[config.mk]
export PLATFORM = sky130hd
export DESIGN_NAME = adc_sweep_seq
export DESIGN_NICKNAME = d
export VERILOG_FILES = /design/src/pkg/adc_seq_pkg.sv /design/src/core/result_store.sv /design/src/core/adc_sweep_seq.sv
export SDC_FILE = /design/constraint.sdc
export NUM_CORES = 1
export LEC_CHECK = 0
export BUFFER_PORTS_ARGS = -buffer_cell sky130_fd_sc_hd__buf_2
export CORE_AREA = 10 10 205 110
export DETAILED_ROUTE_END_ITERATION = 7
export DIE_AREA = 0 0 215 120
export SETUP_SLACK_MARGIN = 0.2
export SYNTH_ARGS = -nofsm -noshare
export SYNTH_HDL_FRONTEND = slang
export SYNTH_SLANG_ARGS = --single-unit
[constraint.sdc]
create_clock -name sys_clk -period 6.3 [get_ports sys_clk]
set_clock_uncertainty 0.05 [all_clocks]
set_input_delay 0.63 -clock sys_clk [delete_from_list [all_inputs] [get_ports sys_clk]]
set_output_delay 0.63 -clock sys_clk [all_outputs]
set_load 0.1 [all_outputs]
[src/pkg/adc_seq_pkg.sv]
package adc_seq_pkg;

   // register bus geometry
   localparam int unsigned ADDR_W = 4;
   localparam int unsigned DATA_W = 16;
   localparam int unsigned RES_W = 10;
   localparam int unsigned RES_NUM = 8;

   // register word offsets
   localparam logic [3:0] OFS_CTRL_A = 4'h0;
   localparam logic [3:0] OFS_CTRL_B = 4'h1;
   localparam logic [3:0] OFS_CTRL_C = 4'h2;
   localparam logic [3:0] OFS_RES_BASE = 4'h8;

   // converter_control_reg_a fields
   localparam int unsigned CA_CHAN_LSB = 0;
   localparam int unsigned CA_MODE_LSB = 3;
   localparam int unsigned CA_TRIG_BIT = 5;
   localparam int unsigned CA_START_BIT = 6;

   // converter_control_reg_b fields
   localparam int unsigned CB_SWEEP_LSB = 0;
   localparam int unsigned CB_EXT_LSB = 2;
   localparam int unsigned CB_STBY_BIT = 5;

   // converter_control_reg_c fields
   localparam int unsigned CC_GROUP_LSB = 1;
   localparam int unsigned CC_BUSY_BIT = 7;
   localparam logic [7:0] CC_WR_MASK = 8'h06;

   // reset values
   localparam logic [7:0] CTRL_A_RST = 8'h00;
   localparam logic [7:0] CTRL_B_RST = 8'h00;
   localparam logic [7:0] CTRL_C_RST = 8'h00;

   // operation mode encodings
   localparam logic [1:0] MODE_ONE_SHOT = 2'h0;
   localparam logic [1:0] MODE_REPEAT = 2'h1;
   localparam logic [1:0] MODE_SWEEP = 2'h2;
   localparam logic [1:0] MODE_RSWEEP = 2'h3;

   // extended input select encodings
   localparam logic [1:0] EXT_NONE = 2'h0;
   localparam logic [1:0] EXT_IN0 = 2'h1;
   localparam logic [1:0] EXT_IN1 = 2'h2;

   // input group encodings
   localparam logic [1:0] GRP_PRIMARY = 2'h0;
   localparam logic [1:0] GRP_ALT_A = 2'h1;
   localparam logic [1:0] GRP_ALT_B = 2'h2;

   // timing: converter clock is the system clock divided by AD_DIV
   localparam logic [1:0] AD_DIV = 2'h2;
   localparam logic [5:0] START_DUMMY_AD = 6'h01;
   localparam logic [5:0] CONV_AD = 6'h28;
   localparam logic [5:0] GAP_AD = 6'h01;
   localparam logic [5:0] END_DUMMY_FAD = 6'h02;

   typedef enum logic [2:0] {
      ST_IDLE = 3'b000,
      ST_ARM = 3'b001,
      ST_START = 3'b010,
      ST_CONV = 3'b011,
      ST_GAP = 3'b100,
      ST_END = 3'b101
   } seq_state_t;

endpackage

[src/core/result_store.sv]
module result_store (
   // clock and reset
   input wire logic sys_clk,
   input wire logic rst_b,
   // write side
   input wire logic wr_en,
   input wire logic [2:0] wr_idx,
   input wire logic [adc_seq_pkg::RES_W-1:0] wr_data,
   // read side
   input wire logic rd_en,
   input wire logic [2:0] rd_idx,
   output logic [adc_seq_pkg::RES_W-1:0] rd_data_ff
);

   typedef struct packed {
      logic [adc_seq_pkg::RES_NUM-1:0][adc_seq_pkg::RES_W-1:0] mem;
      logic [adc_seq_pkg::RES_W-1:0] rd;
   } store_t;

   store_t s_ff;
   store_t nxt_s;

   always_comb begin
      nxt_s = s_ff;
      if (wr_en) begin
         nxt_s.mem[wr_idx] = wr_data;
      end
      if (rd_en) begin
         nxt_s.rd = s_ff.mem[rd_idx];
      end
   end

   always_ff @(posedge sys_clk or negedge rst_b) begin
      if (!rst_b) begin
         s_ff <= '0;
      end else begin
         s_ff <= nxt_s;
      end
   end

   assign rd_data_ff = s_ff.rd;

endmodule // result_store

[src/core/adc_sweep_seq.sv]
module adc_sweep_seq (
   // clock and reset
   input wire logic sys_clk,
   input wire logic rst_b,
   // register port
   input wire logic [adc_seq_pkg::ADDR_W-1:0] reg_addr,
   input wire logic [adc_seq_pkg::DATA_W-1:0] reg_wdata,
   input wire logic reg_wr,
   input wire logic reg_rd,
   output logic [adc_seq_pkg::DATA_W-1:0] reg_rdata,
   // external trigger pin
   input wire logic external_trigger_pin,
   // analog front end
   output logic [1:0] ana_group,
   output logic [2:0] ana_chan,
   output logic [1:0] ana_ext_sel,
   output logic sample_start,
   input wire logic [adc_seq_pkg::RES_W-1:0] sar_result,
   // completion request
   output logic conv_done_irq
);

   typedef struct packed {
      logic [7:0] ctrl_a;
      logic [7:0] ctrl_b;
      logic [7:0] ctrl_c;
      adc_seq_pkg::seq_state_t state;
      logic [5:0] cnt;
      logic [1:0] div;
      logic [2:0] pos;
      logic [2:0] trigger_select;
      logic trg_lvl;
      logic [adc_seq_pkg::DATA_W-1:0] rdata;
      logic rd_mem;
      logic [adc_seq_pkg::RES_W-1:0] res_hold;
      logic [2:0] hold_idx;
      logic sample;
      logic irq;
      logic [6:0] conv_cyc;
   } seq_regs_t;

   seq_regs_t s_ff;
   seq_regs_t nxt_s;

   logic tick;
   logic fall;
   logic conv_last_tick;
   logic sweep_mode;
   logic last_pos;
   logic res_we;
   logic [2:0] res_widx;
   logic [adc_seq_pkg::RES_W-1:0] res_wdata;
   logic [adc_seq_pkg::RES_W-1:0] mem_rd;
   logic [1:0] mode;
   logic [1:0] ext_sel;
   logic start_flag;

   // last channel index of a sweep set: 1, 3, 5 or 7
   function automatic logic [2:0] sweep_last(input logic [1:0] sel);
      sweep_last = {sel, 1'b1};
   endfunction

   // result register of the channel now converting
   function automatic logic [2:0] res_index(input logic [1:0] md, input logic [1:0] ext,
                                            input logic [2:0] p);
      res_index = p;
      if (md != adc_seq_pkg::MODE_SWEEP && md != adc_seq_pkg::MODE_RSWEEP) begin
         if (ext == adc_seq_pkg::EXT_IN0) begin
            res_index = 3'h0;
         end else if (ext == adc_seq_pkg::EXT_IN1) begin
            res_index = 3'h1;
         end
      end
   endfunction

   assign mode = s_ff.ctrl_a[adc_seq_pkg::CA_MODE_LSB +: 2];
   assign ext_sel = s_ff.ctrl_b[adc_seq_pkg::CB_EXT_LSB +: 2];
   assign start_flag = s_ff.ctrl_a[adc_seq_pkg::CA_START_BIT];
   assign sweep_mode = (mode == adc_seq_pkg::MODE_SWEEP) || (mode == adc_seq_pkg::MODE_RSWEEP);
   assign tick = (s_ff.div == adc_seq_pkg::AD_DIV - 2'h1);
   assign conv_last_tick = (s_ff.state == adc_seq_pkg::ST_CONV) && tick &&
                           (s_ff.cnt == adc_seq_pkg::CONV_AD - 6'h01);
   assign last_pos = !sweep_mode ||
                     (s_ff.pos == sweep_last(s_ff.ctrl_b[adc_seq_pkg::CB_SWEEP_LSB +: 2]));
   // falling edge of the stable level from stages two and three
   assign fall = (s_ff.trigger_select[1] == s_ff.trigger_select[2]) && !s_ff.trigger_select[2] && s_ff.trg_lvl;

   always_comb begin
      nxt_s = s_ff;
      nxt_s.sample = 1'b0;
      nxt_s.irq = 1'b0;
      nxt_s.rd_mem = 1'b0;
      res_we = 1'b0;
      res_widx = res_index(mode, ext_sel, s_ff.pos);
      res_wdata = sar_result;
      nxt_s.div = tick ? 2'h0 : s_ff.div + 2'h1;
      nxt_s.trigger_select = {s_ff.trigger_select[1:0], external_trigger_pin};
      if (s_ff.trigger_select[1] == s_ff.trigger_select[2]) begin
         nxt_s.trg_lvl = s_ff.trigger_select[2];
      end
      nxt_s.conv_cyc = (s_ff.state == adc_seq_pkg::ST_CONV) ? s_ff.conv_cyc + 7'h01 : 7'h00;

      unique case (s_ff.state)
         adc_seq_pkg::ST_IDLE: begin
            if (start_flag && s_ff.ctrl_b[adc_seq_pkg::CB_STBY_BIT]) begin
               nxt_s.cnt = 6'h00;
               nxt_s.pos = sweep_mode ? 3'h0 : s_ff.ctrl_a[adc_seq_pkg::CA_CHAN_LSB +: 3];
               nxt_s.state = s_ff.ctrl_a[adc_seq_pkg::CA_TRIG_BIT] ?
                             adc_seq_pkg::ST_ARM : adc_seq_pkg::ST_START;
            end
         end
         adc_seq_pkg::ST_ARM: begin
            if (fall) begin
               nxt_s.state = adc_seq_pkg::ST_START;
            end
         end
         adc_seq_pkg::ST_START: begin
            if (tick) begin
               nxt_s.cnt = s_ff.cnt + 6'h01;
               if (s_ff.cnt == adc_seq_pkg::START_DUMMY_AD - 6'h01) begin
                  nxt_s.cnt = 6'h00;
                  nxt_s.sample = 1'b1;
                  nxt_s.state = adc_seq_pkg::ST_CONV;
               end
            end
         end
         adc_seq_pkg::ST_CONV: begin
            if (tick) begin
               nxt_s.cnt = s_ff.cnt + 6'h01;
            end
            if (conv_last_tick) begin
               nxt_s.cnt = 6'h00;
               if (mode == adc_seq_pkg::MODE_REPEAT) begin
                  res_we = 1'b1;
                  nxt_s.state = adc_seq_pkg::ST_GAP;
               end else if (mode == adc_seq_pkg::MODE_RSWEEP) begin
                  res_we = 1'b1;
                  nxt_s.pos = last_pos ? 3'h0 : s_ff.pos + 3'h1;
                  nxt_s.state = adc_seq_pkg::ST_GAP;
               end else if (!last_pos) begin
                  res_we = 1'b1;
                  nxt_s.pos = s_ff.pos + 3'h1;
                  nxt_s.state = adc_seq_pkg::ST_GAP;
               end else begin
                  // final result is held for the end dummy time
                  nxt_s.res_hold = sar_result;
                  nxt_s.hold_idx = res_index(mode, ext_sel, s_ff.pos);
                  nxt_s.state = adc_seq_pkg::ST_END;
               end
            end
         end
         adc_seq_pkg::ST_GAP: begin
            if (tick) begin
               nxt_s.cnt = s_ff.cnt + 6'h01;
               if (s_ff.cnt == adc_seq_pkg::GAP_AD - 6'h01) begin
                  nxt_s.cnt = 6'h00;
                  nxt_s.sample = 1'b1;
                  nxt_s.state = adc_seq_pkg::ST_CONV;
               end
            end
         end
         adc_seq_pkg::ST_END: begin
            nxt_s.cnt = s_ff.cnt + 6'h01;
            if (s_ff.cnt == adc_seq_pkg::END_DUMMY_FAD - 6'h01) begin
               res_we = 1'b1;
               res_widx = s_ff.hold_idx;
               res_wdata = s_ff.res_hold;
               nxt_s.ctrl_a[adc_seq_pkg::CA_START_BIT] = 1'b0;
               nxt_s.irq = (mode == adc_seq_pkg::MODE_SWEEP);
               nxt_s.cnt = 6'h00;
               nxt_s.state = adc_seq_pkg::ST_IDLE;
            end
         end
         default: begin
            nxt_s.state = adc_seq_pkg::ST_IDLE;
         end
      endcase

      if (!start_flag && s_ff.state != adc_seq_pkg::ST_IDLE) begin
         nxt_s.state = adc_seq_pkg::ST_IDLE;
         nxt_s.cnt = 6'h00;
         nxt_s.sample = 1'b0;
         res_we = 1'b0;
      end

      // a software write wins over the self clear
      if (reg_wr) begin
         unique case (reg_addr)
            adc_seq_pkg::OFS_CTRL_A: nxt_s.ctrl_a = reg_wdata[7:0];
            adc_seq_pkg::OFS_CTRL_B: nxt_s.ctrl_b = reg_wdata[7:0];
            adc_seq_pkg::OFS_CTRL_C: nxt_s.ctrl_c = reg_wdata[7:0] & adc_seq_pkg::CC_WR_MASK;
            default: begin
            end
         endcase
      end

      nxt_s.rdata = '0;
      if (reg_rd) begin
         if (reg_addr >= adc_seq_pkg::OFS_RES_BASE) begin
            nxt_s.rd_mem = 1'b1;
         end else if (reg_addr == adc_seq_pkg::OFS_CTRL_A) begin
            nxt_s.rdata = {8'h00, s_ff.ctrl_a};
         end else if (reg_addr == adc_seq_pkg::OFS_CTRL_B) begin
            nxt_s.rdata = {8'h00, s_ff.ctrl_b};
         end else if (reg_addr == adc_seq_pkg::OFS_CTRL_C) begin
            nxt_s.rdata = {8'h00, s_ff.ctrl_c};
            nxt_s.rdata[adc_seq_pkg::CC_BUSY_BIT] = (s_ff.state != adc_seq_pkg::ST_IDLE);
         end
      end
   end

   always_ff @(posedge sys_clk or negedge rst_b) begin
      if (!rst_b) begin
         s_ff <= '0;
      end else begin
         s_ff <= nxt_s;
      end
   end

   result_store u_store (
      .sys_clk(sys_clk),
      .rst_b(rst_b),
      .wr_en(res_we),
      .wr_idx(res_widx),
      .wr_data(res_wdata),
      .rd_en(reg_rd),
      .rd_idx(reg_addr[2:0]),
      .rd_data_ff(mem_rd)
   );

   assign reg_rdata = s_ff.rd_mem ? {6'h00, mem_rd} : s_ff.rdata;
   assign ana_group = s_ff.ctrl_c[adc_seq_pkg::CC_GROUP_LSB +: 2];
   assign ana_chan = s_ff.pos;
   assign ana_ext_sel = sweep_mode ? adc_seq_pkg::EXT_NONE : ext_sel;
   assign sample_start = s_ff.sample;
   assign conv_done_irq = s_ff.irq;
endmodule // adc_sweep_seq

Yosys cells after proc, flatten, opt, wreduce, memory -nomap -nowiden
Index checks and enable logic that the tools add are counted.
Widths: inputs -> output; s select.
- add/sub/neg operators: 3
- order comparisons: 4
- equality and inequality tests: 30
- bitwise operators: 2
- reductions and logical operators: 27
- mux-type cells: 62
- operator list (cell ; count):
    $bwmux 80 ; 1
    $mux 9 ; 7
    $mux 3 ; 14
    $mux 10 ; 4
    $mux 8 ; 5
    $bmux 10 s3 ; 1
    $demux 10 s3 ; 1
    $pmux 6 s4 ; 1
    $mux 23 ; 1
    $mux 1 ; 18
    $mux 16 ; 1
    $pmux 3 s5 ; 1
    $ne 3x3->1 const B ; 4
    $ne 2x2->1 const B ; 5
    $reduce_and 5->1 ; 2
    $logic_and 1x1->1 ; 8
    $lt 3x4->1 const B ; 2
    $mux 7 ; 1
    $add 6x1->6 const B ; 1
    $eq 2x1->1 const B ; 3
    $eq 2x2->1 const B ; 3
    $eq 3x2->1 const B ; 2
    $eq 3x3->1 const B ; 2
    $eq 6x1->1 const B ; 1
    30 further kinds ; 39
- output and inout bits: 25
- bits of input ports: 35
- flip-flop bits (word level): 158

Logic depth before layout (Yosys ltp)
Gate-level depths: netlist of run 1.
- depth in word-level cells: 11
- depth in mapped cells: 9
- mapped depth without buffers: 7

Cells and area by module
Synthesis of run 1 repeated with hierarchy kept, for this count alone.
- cells, all modules: 601
- area, all modules: 7586.0 um2
- by module, submodules not included (module ; cells each ; times used ; area each (um2) ; seq. area each (um2)):
    result_store ; 302 ; 1 ; 4182.8 ; 2252.2
    adc_sweep_seq ; 299 ; 1 ; 3403.3 ; 1501.4

Least setup slack after synthesis of run 1
Ideal clock, no wire load.
- path kind: flip-flop to output port
- from: register s_ff (netlist bit mode[1])
- to: output port ana_ext_sel[0]
- stages on the path, launching flop included: 3
- arrival time: 1961 ps
- path slack: 3659 ps
- path through: dfrtp_1 > clkbuf_1 > nor2b_1
- longest elaborated chain between the ends: 3
- RTL lines (item ; line ; text):
    start: declaration ; adc_sweep_seq.sv:42 ; seq_regs_t s_ff;
    start signal: assignment ; adc_sweep_seq.sv:216 ; s_ff <= nxt_s;
    $eq 2x2->1 ; adc_sweep_seq.sv:79 ; assign sweep_mode = (mode == adc_seq_pkg::MODE_SWEEP) || (mode == adc_seq_pkg::MODE_RSWEEP);
    $logic_or 1x1->1 (*) ; adc_sweep_seq.sv:79 ;
    $mux 2 (*) ; adc_sweep_seq.sv:234 ; assign ana_ext_sel = sweep_mode ? adc_seq_pkg::EXT_NONE : ext_sel;
    end: declaration ; adc_sweep_seq.sv:16 ; output logic [1:0] ana_ext_sel,
Mark *: on every way between the ends. The rest lies on a longest branch, timed or not.

Final worst setup path of run 1
- from: register s_ff[51] (netlist name)
- to: register u_store.s_ff[67] (netlist name)
- longest elaborated chain between the ends: 8
- RTL lines (item ; line ; text):
    $eq 6x1->1 ; adc_sweep_seq.sv:164 ; if (s_ff.cnt == adc_seq_pkg::END_DUMMY_FAD - 6'h01) begin
    $mux 3 ; adc_sweep_seq.sv:164 ;
    $mux 3 ; adc_sweep_seq.sv:103 ; unique case (s_ff.state)
    $lt 3x4->1 (not written as such) / $ge 3x1->1 (equally long branches) ; result_store.sv:26 ; nxt_s.mem[wr_idx] = wr_data;
    $logic_and 1x1->1 (not written as such) ; result_store.sv:26 ;
    $mux 10 (not written as such) ; result_store.sv:26 ;
    $demux 10 s3 ; -- ;
    $bwmux 80 ; result_store.sv:26 ;
    end signal: assignment ; result_store.sv:37 ; s_ff <= nxt_s;
    end: declaration ; result_store.sv:20 ; store_t s_ff;
Several ways; a longest one is shown, not always the timed one.
A chain may end at the register's enable or synchronous reset.

==> impl_metrics.yaml, run 1 <==
final_layout:
  drive_above_1_share_pct: 35.7
  syn_to_final_growth_pct: 12.4
  nets: 669
  fin_cells: 908
  antennaDiodeCount: 0
  finalInstanceArea_um2: 8380
floorplanning:
  core-area_um2: 19100
  die_area_um2: 25800
  die_y_um: 120
  initial_core_util_pct: 39.1
  die_w_um: 215
  rows: 36
  ioPinCount: 60
synth:
  synth_compound_area_share_pct: 7.14
  synthAdderAreaFrac_pct: 0.839
  synth_top_family_by_area: "multiplexers"
  synth_area_um2: 7450
  avgSynthCellArea_um2: 12.5
  async_reset_ff_share_pct: 100
  ys_seq_area_share_pct: 50.4
  ys_ff_latch: 150
  synth_edf_count: 0
  yosys.area.top_type: "dfrtp_1"
  synthCells: 597
  synthFlopType: "dfrtp_1"
  synth_cell_types: 64
  synth_common_cells: "dfrtp_1 (150), mux2_2 (112), nand2_1 (52)"
  yosys.area_share.simple_pct: 11.4
  yosys-mux-area-fraction_pct: 25.7
  synth.most_common_cell: "dfrtp_1"
  yosys-top-cells-area: "dfrtp_1 (50%), mux2_2 (17%), mux4_2 (6.0%)"
  synth_top_area_share_pct: 50.4
  synthXorXnorAreaFrac_pct: 0.353
  yosysWarnings: 0
drt:
  drt_iter0_drc: 347
  via_per_inst: 5.36
  wl_um: 17900
  vias: 4867
  route.detailed.drc: 0
  ant_nets: 0
  wire_per_inst_um: 19.8
  drt-pass1-iter-count: 5
place:
  io_buffers: 45
  hpwl_um: 12600
  place_inst: 876
  post-place-ws_ns: 2.95
  routabilityCongestion: 0.857
  postPlaceCellArea_um2: 7790
sta:
  finalWorstSetupSlack_ns: 2.92
  drv_slew: 0
  min_period_over_period_pct: 53.6
  tightest_slew_ns: 1.08
  setup_tns_ns: 0
  rsz0062_at_grt: "no"
  period_minus_slack_ns: 3.38
  fmax_ghz: 0.296
  setup_viol: 0
  max_slew_margin_pct: 27.0
  hold_violations: 0
clocking:
  clk_path_buf_depth: 2
  cts_root_buf: "clkbuf_16"
  h-tree-depth: 4
  clk_latency_ns: 0.43
  cts_tree: "built"
  ctsResizeCount: 0
  path_clk_slew_ns: 0.07
  postCtsHoldBufs: 0
  cts_inserted_buffers: 17
  cts.sinks: 150
  cts_setup_buffers: 0
power_and_ir_drop:
  peakVddDrop_uv: 206
  power_density_nw_per_um2: 322
  leakage_nw: 3.40
worst_setup_path:
  endpoint_kind: "register"
  worst_ep_arrival_time_ns: 3.63
  critPathLaunchType: "register"
  cp_max_fo: 14
  path_class: "reg -> reg"
  required_ns: 6.56
global_routing:
  grt_pass1_vias: 4809
  grt.total_usage_pct: 14.1
  antenna_found_initial: 0
  grt_max_degree: 90
  grt_pass1_wl_um: 28400
  gr-total-overflow: 0
outcome:
  status: "complete, no violations"
min_path:
  hold_class: "in -> async"
job:
  max_cap_viol_count: 0
kinds of logic after synthesis:
logic type / Yosys count
AND/OR/NAND/NOR: 156
flip-flops: 150
multiplexers: 149
AO/OA/AOI/OAI: 78
buffers and inverters: 55
adder cells (fa/ha/maj): 5
XOR/XNOR: 3
other: 1
through the flow:
step / util [%] / power [mW] / hold WS [ns]
floorplan: - / 1.59 / 0.281
global placement: 40.9 / 1.69 / 0.290
detailed placement: 40.9 / 1.71 / 0.291
CTS: 44.0 / 2.72 / 0.256
global route: 44.0 / 2.81 / 0.253
finish: 44.0 / 2.70 / 0.219
cell type report:
cell class,count,area (um2)
Multi-Input combinational cell,397,3400
Clock buffer,18,429
Inverter,16,60.1
Sequential cell,150,3750
Timing Repair Buffer,47,246
Tap cell,266,333
Clock inverter,14,154
Fill cell,1747,10700
power breakdown:
| part | total (mW) | switching [mW] | internal (mW) |
|---|---|---|---|
| Clock | 1.00 | 0.416 | 0.586 |
| Sequential | 1.12 | 0.106 | 1.02 |
| Combinational | 0.572 | 0.397 | 0.175 |
| Total | 2.70 | 0.919 | 1.78 |
routing by layer:
| metal | up-vias | wire length [um] | GRT usage, % |
|---|---|---|---|
| li1 | 2229 | - | - |
| met1 | 2464 | 9280 | 21.3 |
| met2 | 163 | 7200 | 18.7 |
| met3 | 11 | 1320 | 4.49 |
| met4 | 0 | 140 | 3.32 |
| met5 | - | 0 | 0 |
critical path, stage by stage, from the launching register on:
cell and delay (ns):
dfrtp_1 0.45, or4_1 0.70, nor3_2 0.20, buf_4 0.27, a211o_1 0.43, and4b_1 0.73
mux2_2 0.41
placed cells by master, fill, tap and decap left out, types with 4 or more instances in the layout:
master,synthesis,routed
nand2b_1,13,13
dfrtp_1,150,150
nor4_1,4,4
inv_1,16,16
nand3_1,13,13
mux2_4,6,6
ha_1,5,5
nor3_1,8,8
o21a_1,4,4
and2_1,5,5
a31oi_1,4,4
conb_1,1,6
clkinv_4,0,5
buf_2,1,44
clkbuf_16,0,17
mux4_2,20,20
nand2_1,52,52
nor2b_1,5,5
mux2i_1,11,11
mux2_2,112,112
o31ai_1,5,5
o21ai_0,13,13
a21oi_1,19,19
nor2_1,31,31
a22oi_1,8,8
registers in the layout, summed over array words and instances, names as in the netlist:
register            count
u_store.rd_data_ff     10
mode                    2
conv_done_irq           1
u_store.s_ff           80
ana_chan                3
ext_sel                 2
nxt_s                   2
s_ff                   47
sample_start            1
ana_group               2
worst paths after layout:
path	from	end	slack, ns	cells after the start
max reg2reg	s_ff[51]	u_store.s_ff[67]	2.92	6
max	s_ff[51]	u_store.s_ff[67]	2.92	6
min in group sys_clk	external_trigger_pin	nxt_s[41]	0.27	1
min	rst_b	nxt_s[41]	0.22	1
min reg2reg	nxt_s[41]	nxt_s[42]	0.31	0
max in group asynchronous	rst_b	mode[1]	4.62	2
Power figures use the tool's default switching activity.
==> run 2: changes to the inputs <==
--- a/config.mk
+++ b/config.mk
@@ -5,10 +5,11 @@
 export SDC_FILE = /design/constraint.sdc
 export NUM_CORES = 1
 export LEC_CHECK = 0
+export ABC_AREA = 1
 export BUFFER_PORTS_ARGS = -buffer_cell sky130_fd_sc_hd__buf_2
-export CORE_AREA = 10 10 205 110
+export CORE_AREA = 10 10 211 113
 export DETAILED_ROUTE_END_ITERATION = 7
-export DIE_AREA = 0 0 215 120
+export DIE_AREA = 0 0 221 123
 export SETUP_SLACK_MARGIN = 0.2
 export SYNTH_ARGS = -nofsm -noshare
 export SYNTH_HDL_FRONTEND = slang
==> constraint.sdc (replaced) <==
create_clock -name sys_clk -period 3.15 [get_ports sys_clk]
set_clock_uncertainty 0.05 [all_clocks]
set_input_delay 0.315 -clock sys_clk [delete_from_list [all_inputs] [get_ports sys_clk]]
set_output_delay 0.315 -clock sys_clk [all_outputs]
set_load 0.1 [all_outputs]
==> impl_metrics.yaml, run 2 <==
worst_setup_path:
  crit_start: "s_ff[49]"
  endpoint_kind: "register"
  path_class: "reg -> reg"
  cp_max_fo: 24
  critPathLaunchType: "register"
  worst_ep_arrival_time_ns: 2.82
  required_ns: 3.42
  rr_startpoint: "s_ff[49]"
synth:
  synthCells: 971
  yosys.area.top_type: "dfrtp_1"
  ys_ff_latch: 150
  avgSynthCellArea_um2: 8.23
  synth_top_area_share_pct: 47.0
  synth_cell_types: 42
  synth_area_um2: 7990
  synthFlopType: "dfrtp_1"
  synth.most_common_cell: "nand2_1"
  synth_edf_count: 0
  yosysWarnings: 0
  yosys-top-cells-area: "dfrtp_1 (47%), nand2_1 (13%), nand4_1 (6.6%)"
  async_reset_ff_share_pct: 100
  synth_common_cells: "nand2_1 (283), dfrtp_1 (150), inv_1 (99)"
  ys_seq_area_share_pct: 47.0
drt:
  drt-pass1-iter-count: 7
  via_per_inst: 5.26
  ant_nets: 0
  drt_iter0_drc: 835
  met1_length_um: 12200
  wl_um: 23200
  wire_per_inst_um: 18.1
  vias: 6747
  wl_met2_um: 8540
  top_layer: "met4"
  routed-wl-met3_um: 2260
  route.detailed.drc: 0
final_layout:
  syn_to_final_growth_pct: 12.6
  drive_above_1_share_pct: 14.6
  final_cell_mix: "nand2_1 (283), dfrtp_1 (149), inv_1 (99)"
  largest_reg_flops: 80
  multi_input_area_um2: 3470
  top_register: "u_store.s_ff"
  n_fill_cell: 2066
  antennaDiodeCount: 0
  nets: 1037
  regArea_um2: 3760
  final_common_cell: "nand2_1"
  fin_cells: 1283
min_path:
  hold_class: "in -> reg"
  hp-start: "reg_addr[3]"
sta:
  fmax_ghz: 0.392
  drv_slew: 0
  setup_tns_ns: 0
  max_slew_margin_pct: 31.6
  setup_viol: 0
  rsz0062_at_grt: "no"
  min_period_over_period_pct: 81.0
  tightest_slew_ns: 1.02
  period_minus_slack_ns: 2.55
  hold_violations: 0
clocking:
  cts.sinks: 150
  cts_inserted_buffers: 17
  path_clk_slew_ns: 0.06
  cts_root_buf: "clkbuf_16"
  clk_latency_ns: 0.44
  h-tree-depth: 4
  cts_setup_buffers: 0
  clk_path_buf_depth: 2
  cts_tree: "built"
place:
  hpwl_um: 16100
  io_buffers: 45
  place_inst: 1249
  routabilityCongestion: 0.870
floorplanning:
  ioPinCount: 60
  die_y_um: 123
  initial_core_util_pct: 39.6
  rows: 37
  core-area_um2: 20200
  die_w_um: 221
  die_area_um2: 27200
global_routing:
  gr-total-overflow: 0
  grt_max_degree: 90
  grt_pass1_wl_um: 36200
  grt_pass1_vias: 6179
  grt.total_usage_pct: 17.1
  antenna_found_initial: 0
job:
  max_cap_viol_count: 0
power_and_ir_drop:
  power_density_nw_per_um2: 622
  peakVddDrop_uv: 387
  leakage_nw: 4.39
outcome:
  status: "complete, no violations"
## run 2: cell count changes after synthesis, sizes merged, moves of 13 or more
cell	previous run	this run
nand3	16	53
nor2	31	46
nand4	6	85
clkbuf	18	31
mux4	20	0
nand2b	13	0
inv	16	104
o21ai	13	88
nand2	52	296
mux2	118	0
## run 2: final timing paths
check / depth (start not counted) / endpoint / slack (ns)
max in group asynchronous: 3 / u_store.s_ff[19] / 1.86
worst max-delay path: 11 / u_store.s_ff[18] / 0.60
min in group asynchronous: 2 / s_ff[73] / 0.40
worst max register to register: 11 / u_store.s_ff[18] / 0.60
worst min register to register: 0 / nxt_s[42] / 0.30
worst min-delay path: 3 / s_ff[22] / 0.07
## run 2: cell families after synthesis
logic type                 share of synthesized area, %
muxes                                              1.13
AOI/OAI and AO/OA                                  10.8
DFF                                                47.0
xor gates and xnor gates                          0.329
and+or+nand+nor                                    30.1
other                                            0.0469
buffers and inverters                              9.83
adders and majority gates                         0.783
## run 2: layer usage
metal  GRT usage (%)  vias to the layer above
li1                -                     3287
met2            21.1                      218
met5               0                        -
met4            4.76                        0
met3            6.46                       19
met1            26.1                     3223
## run 2: per-stage QoR
step	hold WS, ns	power, mW	utilization (%)	cell area [um2]	worst slack (ns)
global route	0.0678	5.84	44.6	9000	0.342
CTS	0.0496	5.62	44.6	9000	0.603
detailed placement	0.290	3.45	41.5	8370	0.626
global placement	0.290	3.44	41.5	8370	0.659
finish	0.0737	5.60	44.6	9000	0.598
floorplan	-0.0306	3.15	-	8010	0.591
## run 2: final cells by class
| type | instances | area share (%) |
|---|---|---|
| Multi-Input combinational cell | 657 | 38.6 |
| Clock inverter | 14 | 2.04 |
| Tap cell | 273 | 3.79 |
| Inverter | 107 | 4.47 |
| Timing Repair Buffer | 64 | 4.63 |
| Sequential cell | 150 | 41.7 |
| Clock buffer | 18 | 4.77 |
## run 2: critical path: stages, from the launching register on
cell	delay (ns)
dfrtp_1	0.42
inv_1	0.11
ha_1	0.18
nand3_2	0.12
nor2_4	0.46
nand2_1	0.13
nand2_2	0.14
nand2_2	0.10
nor2_4	0.31
nand3_4	0.24
nand2_1	0.12
nand2_1	0.05
## run 2: power breakdown
group	switching, mW	total (mW)	internal (mW)
Combinational	1.04	1.32	0.279
Clock	0.839	2.16	1.32
Sequential	0.102	2.12	2.02
Total	1.98	5.60	3.62
## run 2: what timing repair did
item	in CTS	in global routing
hold buffers	2	0
hold endpoints to repair	66	0
gates resized for setup	0	0
